**src/rtl/flash_host_pkg.sv**
```systemverilog
// Package with pin bundles, states and timing constants for the flash host
package flash_host_pkg;

	localparam int ADDR_W = 21;
	localparam int DATA_W = 16;
	localparam int CLK_PERIOD_NS = 5;

	// Pin phase lengths in ns; minimums round up to whole cycles
	localparam int SETUP_NS = 20;
	localparam int PULSE_NS = 50;
	localparam int HOLD_NS = 10;
	localparam int ACCESS_NS = 120;
	localparam int RESET_LOW_NS = 100;
	localparam int RECOVERY_NS = 1000;

	localparam int SETUP_CYC = (SETUP_NS + CLK_PERIOD_NS - 1) / CLK_PERIOD_NS;
	localparam int PULSE_CYC = (PULSE_NS + CLK_PERIOD_NS - 1) / CLK_PERIOD_NS;
	localparam int HOLD_CYC = (HOLD_NS + CLK_PERIOD_NS - 1) / CLK_PERIOD_NS;
	localparam int ACCESS_CYC = (ACCESS_NS + CLK_PERIOD_NS - 1) / CLK_PERIOD_NS;
	localparam int RESET_LOW_CYC =
		(RESET_LOW_NS + CLK_PERIOD_NS - 1) / CLK_PERIOD_NS;
	localparam int RECOVERY_CYC =
		(RECOVERY_NS + CLK_PERIOD_NS - 1) / CLK_PERIOD_NS;

	localparam int CNT_W = 8;

	// Address field layout
	localparam int BYTE_SEL_BIT = 0;
	localparam int BLOCK_LSB = 16;

	localparam logic [DATA_W-1:0] DATA_RESET = 16'h0000;
	localparam logic [ADDR_W-1:0] ADDR_RESET = 21'h000000;

	typedef enum logic [7:0] {
		ST_RESET = 8'h01,
		ST_RECOVER = 8'h02,
		ST_IDLE = 8'h04,
		ST_W_SETUP = 8'h08,
		ST_W_PULSE = 8'h10,
		ST_W_HOLD = 8'h20,
		ST_R_ACCESS = 8'h40,
		ST_R_DONE = 8'h80
	} host_state_t;

	// User request bundle
	typedef struct packed {
		logic write;
		logic wide;
		logic [ADDR_W-1:0] addr;
		logic [DATA_W-1:0] data;
	} host_req_t;

	// Pins driven toward the flash
	typedef struct packed {
		logic resetPowerdownN;
		logic chipEnable0N;
		logic chipEnable1N;
		logic outputEnableN;
		logic writeEnableN;
		logic byteModeN;
		logic [ADDR_W-1:0] addr;
	} flash_ctl_t;

endpackage

```
**src/rtl/flash_host.sv**
```systemverilog
// Host-side controller driving the asynchronous flash pin interface
`timescale 1ns/10ps

module flash_host
	import flash_host_pkg::*;
(
	input wire logic clk,
	input wire logic rst_n,
	input wire logic reqValid,
	output logic reqReady,
	input wire host_req_t req,
	input wire logic powerDownReq,
	output logic rdValid,
	output logic [DATA_W-1:0] rdData,
	output flash_ctl_t ctl,
	input wire logic [DATA_W-1:0] dqIn,
	output logic [DATA_W-1:0] dqOut,
	output logic [DATA_W-1:0] dqOeN
);

	// ****************************************
	// Reset release and input synchronisers
	// ****************************************
	logic rstMeta_r, rstSync_r;
	always_ff @(posedge clk or negedge rst_n) begin
		if (!rst_n) begin
			rstMeta_r <= 1'b0;
			rstSync_r <= 1'b0;
		end else begin
			rstMeta_r <= 1'b1;
			rstSync_r <= rstMeta_r;
		end
	end

	// Pin data is asynchronous to clk
	logic [DATA_W-1:0] dqMeta_r, dqSync_r;
	always_ff @(posedge clk or negedge rstSync_r) begin
		if (!rstSync_r) begin
			dqMeta_r <= DATA_RESET;
			dqSync_r <= DATA_RESET;
		end else begin
			dqMeta_r <= dqIn;
			dqSync_r <= dqMeta_r;
		end
	end

	// ****************************************
	// Sequencer
	// ****************************************
	host_state_t state_r, state_nxt;
	logic [CNT_W-1:0] cnt_r, cnt_nxt;
	host_req_t cur_r;
	logic [DATA_W-1:0] rdData_r;
	logic rdValid_r;

	wire cntDone = (cnt_r == '0);
	wire accept = reqValid && reqReady;

	assign reqReady = (state_r == ST_IDLE) && !powerDownReq;

	always_comb begin
		state_nxt = state_r;
		cnt_nxt = cntDone ? cnt_r : cnt_r - 8'h01;
		case (state_r)
			ST_RESET: begin
				if (cntDone && !powerDownReq) begin
					// Device needs time to wake after power-down
					state_nxt = ST_RECOVER;
					cnt_nxt = CNT_W'(RECOVERY_CYC - 1);
				end
			end
			ST_RECOVER: begin
				if (cntDone) begin
					state_nxt = ST_IDLE;
				end
			end
			ST_IDLE: begin
				if (powerDownReq) begin
					state_nxt = ST_RESET;
					cnt_nxt = CNT_W'(RESET_LOW_CYC - 1);
				end else if (accept && req.write) begin
					state_nxt = ST_W_SETUP;
					cnt_nxt = CNT_W'(SETUP_CYC - 1);
				end else if (accept) begin
					state_nxt = ST_R_ACCESS;
					cnt_nxt = CNT_W'(ACCESS_CYC - 1);
				end
			end
			ST_W_SETUP: begin
				if (cntDone) begin
					// Address is valid before the falling edge
					state_nxt = ST_W_PULSE;
					cnt_nxt = CNT_W'(PULSE_CYC - 1);
				end
			end
			ST_W_PULSE: begin
				if (cntDone) begin
					state_nxt = ST_W_HOLD;
					cnt_nxt = CNT_W'(HOLD_CYC - 1);
				end
			end
			ST_W_HOLD: begin
				if (cntDone) begin
					state_nxt = ST_IDLE;
				end
			end
			ST_R_ACCESS: begin
				if (cntDone) begin
					state_nxt = ST_R_DONE;
				end
			end
			ST_R_DONE: begin
				state_nxt = ST_IDLE;
			end
			default: begin
				state_nxt = ST_RESET;
				cnt_nxt = '0;
			end
		endcase
	end

	always_ff @(posedge clk or negedge rstSync_r) begin
		if (!rstSync_r) begin
			state_r <= ST_RESET;
			cnt_r <= CNT_W'(RESET_LOW_CYC - 1);
		end else begin
			state_r <= state_nxt;
			cnt_r <= cnt_nxt;
		end
	end

	always_ff @(posedge clk or negedge rstSync_r) begin
		if (!rstSync_r) begin
			cur_r <= '0;
		end else if (accept) begin
			cur_r <= req;
		end
	end

	// Sample in ST_R_DONE; the synchroniser's two cycles come out of the access time
	always_ff @(posedge clk or negedge rstSync_r) begin
		if (!rstSync_r) begin
			rdData_r <= DATA_RESET;
			rdValid_r <= 1'b0;
		end else begin
			rdValid_r <= (state_r == ST_R_DONE);
			if (state_r == ST_R_DONE) begin
				rdData_r <= cur_r.wide ? dqSync_r
					: {8'h00, dqSync_r[7:0]};
			end
		end
	end

	assign rdValid = rdValid_r;
	assign rdData = rdData_r;

	// ****************************************
	// Pin drive
	// ****************************************
	// Pins are flops fed from the next state: same timing as the state,
	// but a strobe can never glitch on a multi-bit decode
	wire nextWrite = (state_nxt == ST_W_SETUP) || (state_nxt == ST_W_PULSE)
		|| (state_nxt == ST_W_HOLD);
	wire nextRead = (state_nxt == ST_R_ACCESS) || (state_nxt == ST_R_DONE);
	wire nextSel = nextWrite || nextRead;
	wire host_req_t cur_nxt = accept ? req : cur_r;
	// Only drive high lanes for word-wide writes
	wire driveHigh = nextWrite && cur_nxt.wide;
	wire driveLow = nextWrite;
	flash_ctl_t ctl_nxt, ctl_r;
	logic [DATA_W-1:0] dqOeN_r;

	// Both enables move together; the device selects on the later edge
	assign ctl_nxt.chipEnable0N = !nextSel;
	assign ctl_nxt.chipEnable1N = !nextSel;
	// Output enable stays high for writes so the write is not overridden
	assign ctl_nxt.outputEnableN = !nextRead;
	assign ctl_nxt.writeEnableN = (state_nxt != ST_W_PULSE);
	assign ctl_nxt.resetPowerdownN = (state_nxt != ST_RESET);
	assign ctl_nxt.byteModeN = cur_nxt.wide;
	// Block and word fields go out unchanged; bit 0 only matters in byte mode
	assign ctl_nxt.addr = nextSel ? cur_nxt.addr
		: ADDR_RESET;

	always_ff @(posedge clk or negedge rstSync_r) begin
		if (!rstSync_r) begin
			ctl_r <= '{resetPowerdownN: 1'b0, chipEnable0N: 1'b1,
				chipEnable1N: 1'b1, outputEnableN: 1'b1,
				writeEnableN: 1'b1, byteModeN: 1'b0, addr: ADDR_RESET};
			dqOeN_r <= '1;
		end else begin
			ctl_r <= ctl_nxt;
			dqOeN_r <= {{8{!driveHigh}}, {8{!driveLow}}};
		end
	end

	assign ctl = ctl_r;
	assign dqOut = cur_r.data;
	assign dqOeN = dqOeN_r;

	// ****************************************
	// Checks
	// ****************************************
	no_contention_a: assert property (@(posedge clk) disable iff (!rstSync_r)
		!ctl.outputEnableN |-> (dqOeN == 16'hffff))
		else $error("Host drives data while device outputs are on");
	we_oe_excl_a: assert property (@(posedge clk) disable iff (!rstSync_r)
		!ctl.writeEnableN |-> ctl.outputEnableN)
		else $error("Write enable low while output enable low");
	we_select_a: assert property (@(posedge clk) disable iff (!rstSync_r)
		!ctl.writeEnableN |-> !ctl.chipEnable0N && !ctl.chipEnable1N)
		else $error("Write strobe outside selection");
	hold_after_we_a: assert property (@(posedge clk) disable iff (!rstSync_r)
		$rose(ctl.writeEnableN) |-> $stable(ctl.addr) && $stable(dqOut)
		&& !ctl.chipEnable0N)
		else $error("Address or data moved at write enable rise");
	setup_before_we_a: assert property (@(posedge clk)
		disable iff (!rstSync_r)
		$fell(ctl.writeEnableN) |-> $past(!ctl.chipEnable0N)
		&& $stable(ctl.addr))
		else $error("Address not set up at write enable fall");
	recovery_wait_a: assert property (@(posedge clk)
		disable iff (!rstSync_r)
		$rose(ctl.resetPowerdownN) |-> ctl.chipEnable0N [*8])
		else $error("Access during reset recovery");
	byte_high_float_a: assert property (@(posedge clk)
		disable iff (!rstSync_r)
		ctl.byteModeN == 1'b0 |-> dqOeN[15:8] == 8'hff)
		else $error("High lanes driven in byte mode");
	read_done_a: assert property (@(posedge clk) disable iff (!rstSync_r)
		(state_r == ST_R_DONE) |=> rdValid ##1 !rdValid)
		else $error("Read result pulse malformed");

endmodule

```
**config.mk**
```make
export PLATFORM = sky130hd
export DESIGN_NAME = flash_host
export DESIGN_NICKNAME = d
export VERILOG_FILES = /design/src/rtl/flash_host_pkg.sv /design/src/rtl/flash_host.sv
export SDC_FILE = /design/constraint.sdc
export NUM_CORES = 1
export LEC_CHECK = 0
export ABC_AREA = 1
export BUFFER_PORTS_ARGS = -buffer_cell sky130_fd_sc_hd__buf_2
export CAP_MARGIN = 10
export CELL_PAD_IN_SITES_DETAIL_PLACEMENT = 1
export CELL_PAD_IN_SITES_GLOBAL_PLACEMENT = 1
export CORE_ASPECT_RATIO = 0.75
export CORE_UTILIZATION = 37
export CTS_BUF_LIST = sky130_fd_sc_hd__clkbuf_8
export DETAILED_ROUTE_END_ITERATION = 6
export PLACE_DENSITY = 0.87
export SYNTH_ARGS = -nofsm -noshare
export SYNTH_HDL_FRONTEND = slang
export SYNTH_SLANG_ARGS = --single-unit
```
**constraint.sdc**
```tcl
create_clock -name clk -period 4.1 [get_ports clk]
set_input_delay 0.615 -clock clk [delete_from_list [all_inputs] [get_ports clk]]
set_output_delay 0.615 -clock clk [all_outputs]
set_load 0.01 [all_outputs]
```
# ---- Word-level counts from Yosys, hierarchy flattened
# Index checks and enable logic that the tools add are counted.
dict set report word_totals {
  reg_bits 139
  latchBits 0
  mem_bits_rw 0
  rom_bits 0
  in_bits 59
  out_inout_bits 77
  word_cells 70
  memories 0
}
dict set report classes {
  addsub 1
  mul 0
  div_mod_pow 0
  n_lt_le_gt_ge 0
  n_eq_ne 15
  n_shift 0
  muxes 20
  bitwise_logic 0
  reduce_logical 17
}
# op n
set ops {}
lappend ops {{8-bit two-way mux} 15}
lappend ops {{8-bit one-hot mux with 7 select lines} 1}
lappend ops {{8-bit one-hot mux with 5 select lines} 1}
lappend ops {{38-bit two-way mux} 1}
lappend ops {{21-bit two-way mux} 1}
lappend ops {{8-bit by 4-bit == test with 1-bit output, second input constant} 2}
lappend ops {{8-bit by 5-bit == test with 1-bit output, second input constant} 2}
lappend ops {{8-bit by 6-bit == test with 1-bit output, second input constant} 2}
lappend ops {{8-bit by 7-bit == test with 1-bit output, second input constant} 2}
lappend ops {{8-bit == test, second input constant} 2}
lappend ops {{16-bit two-way mux} 1}
lappend ops {{8-bit by 1-bit == test with 1-bit output, second input constant} 1}
lappend ops {{8-bit by 2-bit == test with 1-bit output, second input constant} 1}
lappend ops {{8-bit by 3-bit == test with 1-bit output, second input constant} 1}
lappend ops {{8-bit logical NOT} 1}
lappend ops {{8-bit by 1-bit != test with 1-bit output, second input constant} 1}
lappend ops {{8-bit by 5-bit != test with 1-bit output, second input constant} 1}
lappend ops {{8-bit by 1-bit subtractor with 8-bit output, second input constant} 1}
lappend ops {{1-bit logical AND} 5}
lappend ops {{1-bit logical NOT} 5}
lappend ops {{1-bit logical OR} 4}
lappend ops {{4-bit OR reduction} 1}
lappend ops {{2-bit OR reduction} 1}

# ---- Longest topological paths before layout
# Gate-level depths: netlist of run 1.
dict set report depth {
  ltp_word 12
  ltp_mapped 13
}

# ---- Worst setup path before layout of run 1
# Ideal clock, no wire load.
dict set report synth_timing {
  path_type {register to register}
  from {register cnt_r[0]}
  to {register ctl_r, in the netlist ctl[11]}
  arrival_ns 1.701
  setup_slack_ns 2.288
  stages_incl_launch_ff 13
  period_less_slack_ns 1.812
  cell_sequence {dfstp_2 -> inv_1 -> ha_1 -> nand2_2 -> nor2_4 -> nand2_2 -> buf_6 -> nor2_1 -> a21oi_2 -> nand3_4 -> buf_6 -> nand2_2 -> inv_2}
}
# element line_no
set synth_rtl {}
lappend synth_rtl {{start, declared} flash_host.sv:51} ;# logic [CNT_W-1:0] cnt_r, cnt_nxt;
lappend synth_rtl {{start signal, assigned} flash_host.sv:125} ;# cnt_r <= CNT_W'(RESET_LOW_CYC - 1);
lappend synth_rtl {{start signal, assigned} flash_host.sv:128} ;# cnt_r <= cnt_nxt;
lappend synth_rtl {{end signal, assigned} flash_host.sv:187} ;# ctl_r <= '{resetPowerdownN: 1'b0, chipEnable0N: 1'b1,
lappend synth_rtl {{end signal, assigned} flash_host.sv:192} ;# ctl_r <= ctl_nxt;
lappend synth_rtl {{end, declared} flash_host.sv:170} ;# flash_ctl_t ctl_nxt, ctl_r;

# ---- Final worst setup path of run 1
dict set report layout_timing {
  from {register state_r[4]}
  to {output port reqReady}
}
dict set report layout_via {
  elab_chain_cells 2
}
# element line_no
set layout_lines {}
lappend layout_lines {{start, declared} flash_host.sv:50} ;# host_state_t state_r, state_nxt;
lappend layout_lines {{start signal, assigned} flash_host.sv:127} ;# state_r <= state_nxt;
lappend layout_lines {{8-bit by 3-bit == test with 1-bit output} flash_host.sv:59} ;# assign reqReady = (state_r == ST_IDLE) && !powerDownReq;
lappend layout_lines {{1-bit logical AND} flash_host.sv:59}
lappend layout_lines {{end, declared} flash_host.sv:10} ;# output logic reqReady,
# No other way between the ends.

==> results of run 1 <==
-- cells in the mapped netlist --
| master | count | share of area (%) |
|---|---|---|
| nand3_1 | 15 | 1.4 |
| nand3_4 | 1 | 0.34 |
| o21a_1 | 1 | 0.14 |
| o22ai_1 | 1 | 0.12 |
| nand2_2 | 15 | 1.8 |
| a21oi_1 | 4 | 0.38 |
| clkinv_1 | 1 | 0.072 |
| inv_1 | 42 | 3.0 |
| dfrtp_1 | 123 | 59 |
| o21bai_1 | 2 | 0.29 |
| ha_1 | 2 | 0.48 |
| nand3_2 | 1 | 0.19 |
| buf_6 | 7 | 1.5 |
| buf_4 | 36 | 5.2 |
| xor2_1 | 3 | 0.50 |
| o21ai_0 | 17 | 1.6 |
| or2_2 | 3 | 0.36 |
| nor3_2 | 1 | 0.19 |
| conb_1 | 1 | 0.072 |
| nor3_1 | 3 | 0.29 |
| inv_2 | 6 | 0.43 |
| nor2_4 | 4 | 0.86 |
| nor2_1 | 25 | 1.8 |
| buf_1 | 1 | 0.072 |
| dfstp_2 | 9 | 4.5 |
| nor2_2 | 7 | 0.84 |
| clkbuf_1 | 2 | 0.14 |
| nand2_1 | 191 | 14 |
| o211ai_1 | 1 | 0.14 |
| a21oi_2 | 1 | 0.17 |
| nand4_1 | 4 | 0.48 |
-- metrics by stage --
| step | hold WS, ns | util (%) |
|---|---|---|
| 2_1_floorplan | 0.3194 | - |
| 4_1_cts | 0.2510 | 44.79 |
| 6_report | 0.2786 | 44.79 |
| 5_1_grt | 0.2497 | 44.79 |
| 3_3_place_gp | 0.3322 | 42.16 |
| 3_5_place_dp | 0.3363 | 42.16 |
-- registers in the layout, indices dropped and copies added (netlist names) --
name / count
dqOut: 16
rstMeta_r: 1
cur_r: 21
rdValid: 1
rstSync_r: 1
state_r: 8
cnt_r: 8
dqMeta_r: 16
dqSync_r: 16
dqOeN: 2
rdData: 16
ctl: 26
-- power by group --
part	total, mW	internal (mW)	switching [mW]
registers	1.44	1.38	0.0568
clock network	0.968	0.438	0.531
logic	0.410	0.156	0.254
-- final cells by class --
cell class                      instances  area [sq um]
Sequential cell                       132          3318
Inverter                               49         183.9
Clock inverter                         14         103.9
Timing Repair Buffer                  140         715.7
Multi-Input combinational cell        303          1370
Tap cell                              175         219.0
Fill cell                            1617          7591
Clock buffer                           18         247.7
-- metal layers --
metal / vias up / track usage, % / share of wire [%]
li1: 1806 / - / -
met1: 1900 / 21.72 / 42
met2: 79 / 31.34 / 52
met3: 14 / 5.225 / 4.5
met5: - / 0 / 0
met4: 0 / 5.794 / 1.3
-- worst max-delay path by stage --
stage | startpoint | endpoint | depth (start not counted) | slack (ns)
after global routing | state_r[4] | ctl[10] | 10 | 1.56
after global placement | cnt_r[0] | ctl[9] | 10 | 1.90
after detailed placement | state_r[1] | ctl[10] | 10 | 1.83
after CTS | state_r[4] | reqReady | 6 | 1.77
after floorplan | rstSync_r | cnt_r[2] | 0 | 0.17
final | state_r[4] | reqReady | 6 | 1.78
-- worst reg2reg max path: cells and delay by family (launching register included) --
kind	cells	cell delay, ns
buf+inv	2	0.43
flops	1	0.42
simple gates	8	1.32
-- kinds of logic (layout without fill, tap and decap cells) --
| group | Yosys count | in the layout | share of synthesized area (%) |
|---|---|---|---|
| other | 1 | 1 | 0.07172 |
| AO/OA/AOI/OAI | 27 | 27 | 2.872 |
| XOR/XNOR | 3 | 3 | 0.5026 |
| buffers and inverters | 95 | 221 | 10.41 |
| AND/OR/NAND/NOR | 270 | 270 | 22.28 |
| adder cells (fa/ha/maj) | 2 | 2 | 0.4785 |
| flip-flops | 132 | 132 | 63.39 |
-- timing repair --
item / in CTS / in global routing
hold endpoints to repair: 2 / 0
hold buffers: 1 / 0
setup buffers: 0 / 0
==> run summary, run 1 <==
Reg2Reg Depth = 10
status = completed
n_diodes = 0
dpl cells = 798
HP Class = in -> reg
Routed WL = 11990 microns
Critical Path RT = 3.48 ns
Layout Cells excl Fill = 831
area delta synth->final = 17.78%
TritonCTS clock tree = done
max cap viols = 0
Worst VDD drop = 214.2 uV
Clock Tree Root = clkbuf_8
crit path launch type = register
most used cell along the critical path = nand2_2
slowest stage cell, crit path = dfrtp_1
Final Critical Period = 2.324 ns
power per cell area = 457.0 mW/mm^2
post-CTS sizing = 0
FF-to-FF setup slack = 1.82 ns
PortBufs = 135
Tot GR Track Use = 18.11%
number of buffers created by CTS = 17
routed via count = 3799
clk buf depth = 2
DR iter-0 viols = 193
clock latency at the later pin of the worst-skew pair = 0.44 ns
# DRC = 0
final setup TNS = 0 ns
Synth Cell Area = 0.005229 sq mm
skew final = 0.02197 ns
Design Area, Final = 0.006158 sq mm
post-route clock period utilization = 56.67%
Slew Limit Fails = 0
first-pass GRT wire length = 20620 microns
sequential element share of the synthesized area = 63.39%
IO Count = 136
Post-Syn Nets = 591
Worst Hold Depth = 1
relative slew slack = 53.69%
Die W = 139.3 microns
most common cell after layout, fill and taps aside = nand2_1
Least-Margin Pin Slew = 0.6947 ns
Fmax = 0.4304 GHz
layout cell share with drive strength beyond 1 = 33.38%
vias in the first global route = 4186
fin worst setup slack = 1.776 ns
Worst R2R Start = state_r[4]
CP Buf/Inv Count = 2
CTS Sinks = 132
core footprint = 0.01375 sq mm
endpoint type of the worst setup path = output port
Worst Hold Launch = dqIn[12]
routed len/inst = 14.43 microns
largest stage delay on the critical path = 0.42 ns
cells after synthesis = 530
Final Hold Viols = 0
Lkg Pwr = 3.532 nW
Yosys cell types = 31
worst-path maximum fanout = 6
remaining global-route overflow = 0
# rows = 37
H-Tree Depth = 4
flops & latches, synth = 132
Final Wtd Congestion = 0.8576
total power = 2.814 mW
Die ar. = 0.01462 sq mm
largest net degree at the start of global routing = 56
WS Path Type = reg -> out
Critical Path, Cell by Cell = nor2_1 > nand2_2 > nor2_4 > nand2_2 > inv_1 > buf_2
hold endpoint = dqMeta_r[12]
Final #Nets = 704
clk slew on worst S/H paths = 0.09 ns
antenna violations before repair = 0
Post-DRT Antenna Nets = 0
1st-pass router iterations = 4
Placed Area = 0.005797 sq mm
worst r2r dst = ctl[12]
starting density of the core = 38.03%
Post-Syn Area per Cell = 9.866 sq um
Chip Height = 105.0 microns
routed vias/inst = 4.572
Setup Viol. Count Final = 0
commonest non-fill, non-tap cells in the layout = 191 x nand2_1, 135 x buf_2, 122 x dfrtp_1
Yosys warnings = 0
Worst path top cell family by delay = simple AND/OR/NAND/NOR gates
post-DP HPWL = 8484 microns
WP data arrival = 1.71 ns
pre-CTS WS = 1.829 ns
RSZ-0062 raised after global routing = false
No activity file was read; power rests on OpenSTA's default activity.
==> inputs of run 2 (changes only) <==
--- a/config.mk
+++ b/config.mk
@@ -5,13 +5,13 @@
 export SDC_FILE = /design/constraint.sdc
 export NUM_CORES = 1
 export LEC_CHECK = 0
-export ABC_AREA = 1
+export ABC_AREA = 0
 export BUFFER_PORTS_ARGS = -buffer_cell sky130_fd_sc_hd__buf_2
 export CAP_MARGIN = 10
 export CELL_PAD_IN_SITES_DETAIL_PLACEMENT = 1
 export CELL_PAD_IN_SITES_GLOBAL_PLACEMENT = 1
 export CORE_ASPECT_RATIO = 0.75
-export CORE_UTILIZATION = 37
+export CORE_UTILIZATION = 39
 export CTS_BUF_LIST = sky130_fd_sc_hd__clkbuf_8
 export DETAILED_ROUTE_END_ITERATION = 6
 export PLACE_DENSITY = 0.87
==> constraint.sdc (replaced) <==
create_clock -name clk -period 2 [get_ports clk]
set_input_delay 0.3 -clock clk [delete_from_list [all_inputs] [get_ports clk]]
set_output_delay 0.3 -clock clk [all_outputs]
set_load 0.01 [all_outputs]
==> run summary, run 2 <==
TritonCTS clock tree = done
clock latency at the later pin of the worst-skew pair = 0.45 ns (about the same)
layout cell share with drive strength beyond 1 = 61.55% (+28 points)
n_diodes = 0 (unchanged)
Lkg Pwr = 3.940 nW (+12%)
relative slew slack = 56.87% (+3.2 points)
1st-pass router iterations = 5 (+1)
most frequent cells after synthesis = 123 x dfrtp_1, 73 x nand2_1, 32 x buf_4
area delta synth->final = 43.37%
flops & latches, synth = 132 (unchanged)
WS Path Type = reg -> reg
sequential element share of the synthesized area = 59.86% (-3.5 points)
max reg flops = 26 (unchanged)
RSZ-0062 raised after global routing = true
Final #Nets = 706 (+0.28%)
Yosys cell types = 62 (+100%)
HP Class = in -> reg
most common cell after layout, fill and taps aside = buf_2
Die ar. = 0.01468 sq mm (+0.45%)
Critical Path RT = 2.37 ns (-1.11 ns)
Hold WS = 0.08207 ns (-0.1965 ns)
endpoint type of the worst setup path = register
post-route clock period utilization = 117.7%
Least-Margin Pin Slew = 0.6469 ns (-0.04780 ns)
layout filler cell count = 1435 (-11%)
Post-synth EDFFs = 0 (unchanged)
predominant post-synthesis flop cell = dfrtp_1
Worst VDD drop = 420.0 uV (+96%)
Area contributors post-synth = dfrtp_1 56%, mux2_2 5.7%, nand2_1 4.9%, buf_4 4.3%, dfstp_2 4.3%
CTS Sinks = 132 (unchanged)
status = finished, violations left
core footprint = 0.01380 sq mm (+0.34%)
routed vias/inst = 4.947 (+8.2%)
Final Wtd Congestion = 0.9057 (+5.6%)
WP data arrival = 2.72 ns (+1.01 ns)
synthesized-area fraction occupied by adder cells = 0.4520% (-0.027 points)
commonest non-fill, non-tap cells in the layout = 135 x buf_2, 122 x dfrtp_1, 55 x buf_4
PortBufs = 135 (unchanged)
dominant cell by count in the synthesized netlist = dfrtp_1
Slew Limit Fails = 0 (unchanged)
Post-Syn Nets = 508 (-14%)
Synth top area share = 55.59% (-3.3 points)
power per cell area = 973.8 mW/mm^2 (+110%)
Post-synth ARST share = 100.0% (unchanged)
Final Hold Viols = 0 (unchanged)
number of buffers created by CTS = 17 (unchanged)
routed len/inst = 19.30 microns (+34%)
Simple-Gate Fraction of Synth Area = 17.79% (-4.5 points)
Final Critical Period = 2.354 ns
remaining global-route overflow = 0 (unchanged)
worst-path maximum fanout = 22 (+16)
vias in the first global route = 4595 (+9.8%)
dpl cells = 756 (-5.3%)
violated checks = setup timing
clk slew on worst S/H paths = 0.08 ns (about the same)
antenna violations before repair = 0 (unchanged)
post-synth top area cell = dfrtp_1
clk buf depth = 2 (unchanged)
max cap viols = 0 (unchanged)
Fmax = 0.4249 GHz
Chip Height = 105.2 microns (+0.22%)
Post-DRT Antenna Nets = 0 (unchanged)
largest net degree at the start of global routing = 68 (+21%)
Setup Viol. Count Final = 92 (+92)
first-pass GRT wire length = 24790 microns (+20%)
Synth Area in Compound Gates = 4.881% (+2.0 points)
total power = 7.729 mW (+170%)
Routed WL = 16070 microns (+34%)
Synth Cell Area = 0.005537 sq mm (+5.9%)
post-synthesis xor/xnor area fraction = 1.107% (+0.60 points)
main combinational cell family by area after synthesis = simple AND/OR/NAND/NOR gates
crit path launch type = register
mux contribution to synthesized area = 7.774% (+7.8 points)
# DRC = 0 (unchanged)
Yosys warnings = 0 (unchanged)
Post-Syn Area per Cell = 12.39 sq um (+26%)
starting density of the core = 40.13% (+2.1 points)
post-DP HPWL = 10270 microns (+21%)
Clock Tree Root = clkbuf_8
DR iter-0 viols = 159 (-18%)
skew final = 0.01288 ns (-0.009087 ns)
H-Tree Depth = 4 (unchanged)
cells after synthesis = 447 (-16%)
IO Count = 136 (unchanged)
Layout Cells excl Fill = 833 (+0.24%)
Die W = 139.6 microns (+0.23%)
Tot GR Track Use = 22.52% (+4.4 points)
fin worst setup slack = -0.3537 ns (-2.130 ns)
routed via count = 4121 (+8.5%)
# rows = 37 (unchanged)
run 2: cell count changes in the layout (fill, tap and decap cells not counted), sizes merged, moves of 6 or more:
cell and delta:
nor2 -25, inv -37, dlygate4sd3 +16, nand2 -133, nor3 +24, buf +77, o21ai -13, or4 +6
nor4 +6, mux2 +37
run 2: cell type report:
| cell class | instances | area [sq um] | area share [%] |
|---|---|---|---|
| Clock buffer | 17 | 234.0 | 2.948 |
| Clock inverter | 15 | 168.9 | 2.128 |
| Inverter | 9 | 33.78 | 0.4256 |
| Multi-Input combinational cell | 250 | 2236 | 28.17 |
| Sequential cell | 132 | 3318 | 41.80 |
| Tap cell | 175 | 219.0 | 2.759 |
| Timing Repair Buffer | 235 | 1728 | 21.77 |
run 2: through the flow:
| stage | utilization (%) | area (sq um) | TNS [ns] | setup WS, ns |
|---|---|---|---|---|
| 2_1_floorplan | - | 5650 | -3.933 | -0.1245 |
| 3_3_place_gp | 48.14 | 6641 | -4.881 | -0.1910 |
| 6_report | 57.54 | 7938 | -20.53 | -0.3537 |
| 5_1_grt | 57.54 | 7938 | -24.44 | -0.4402 |
| 3_5_place_dp | 48.14 | 6641 | -7.965 | -0.2661 |
| 4_1_cts | 55.27 | 7625 | -14.23 | -0.3257 |
run 2: what timing repair did:
item / 4_1_cts / 5_1_grt
resized for setup: 52 / 56
hold endpoints to repair: 18 / 0
pin swaps: 43 / 35
endpoints found under the setup margin: 85 / 97
cloned: 4 / 2
setup buffers: 18 / 7
hold buffers: 17 / 0
run 2: worst max-delay path: stages, from the launching register on:
cell,delay [ns]
dfrtp_1,0.42
or4_4,0.57
buf_4,0.16
or3b_4,0.40
buf_12,0.18
mux2_2,0.25
nand2_1,0.08
nor3_2,0.18
run 2: power breakdown:
part           internal [mW]  leakage, nW  total [mW]  switching [mW]
Combinational           1.27         2.04        2.45            1.18
Sequential              2.86         1.71        2.98           0.122
Clock                   1.14        0.196        2.29            1.16
run 2: final timing paths:
check | slack (ns) | start | depth (start not counted) | endpoint
worst min register to register | 0.24 | rstSync_r | 0 | cur_r[30]
worst min-delay path | 0.08 | req[8] | 2 | dqOut[8]
max in group asynchronous | 1.10 | rstSync_r | 1 | dqMeta_r[6]
min in group asynchronous | 0.17 | rst_n | 2 | rstMeta_r
worst max-delay path | -0.35 | state_r[7] | 7 | ctl[15]
worst max register to register | -0.35 | state_r[7] | 7 | ctl[15]
run 2: metal layers:
metal	wire length, microns	global-route usage (%)	part of all wire [%]	vias to the layer above
li1	-	-	-	1888
met1	6861	28.77	43	2094
met2	8241	37.26	51	115
met3	742	6.737	4.6	24
met4	228	5.965	1.4	0
met5	0	0	0	-
run 2: logic make-up (layout without fill, tap and decap cells):
logic type	after synthesis	count (layout)
and+or+nand+nor	169	169
DFF	132	132
buffers and inverters	65	276
muxes	38	38
AOI/OAI and AO/OA	33	33
xor gates and xnor gates	7	7
adders and majority gates	2	2
other	1	1
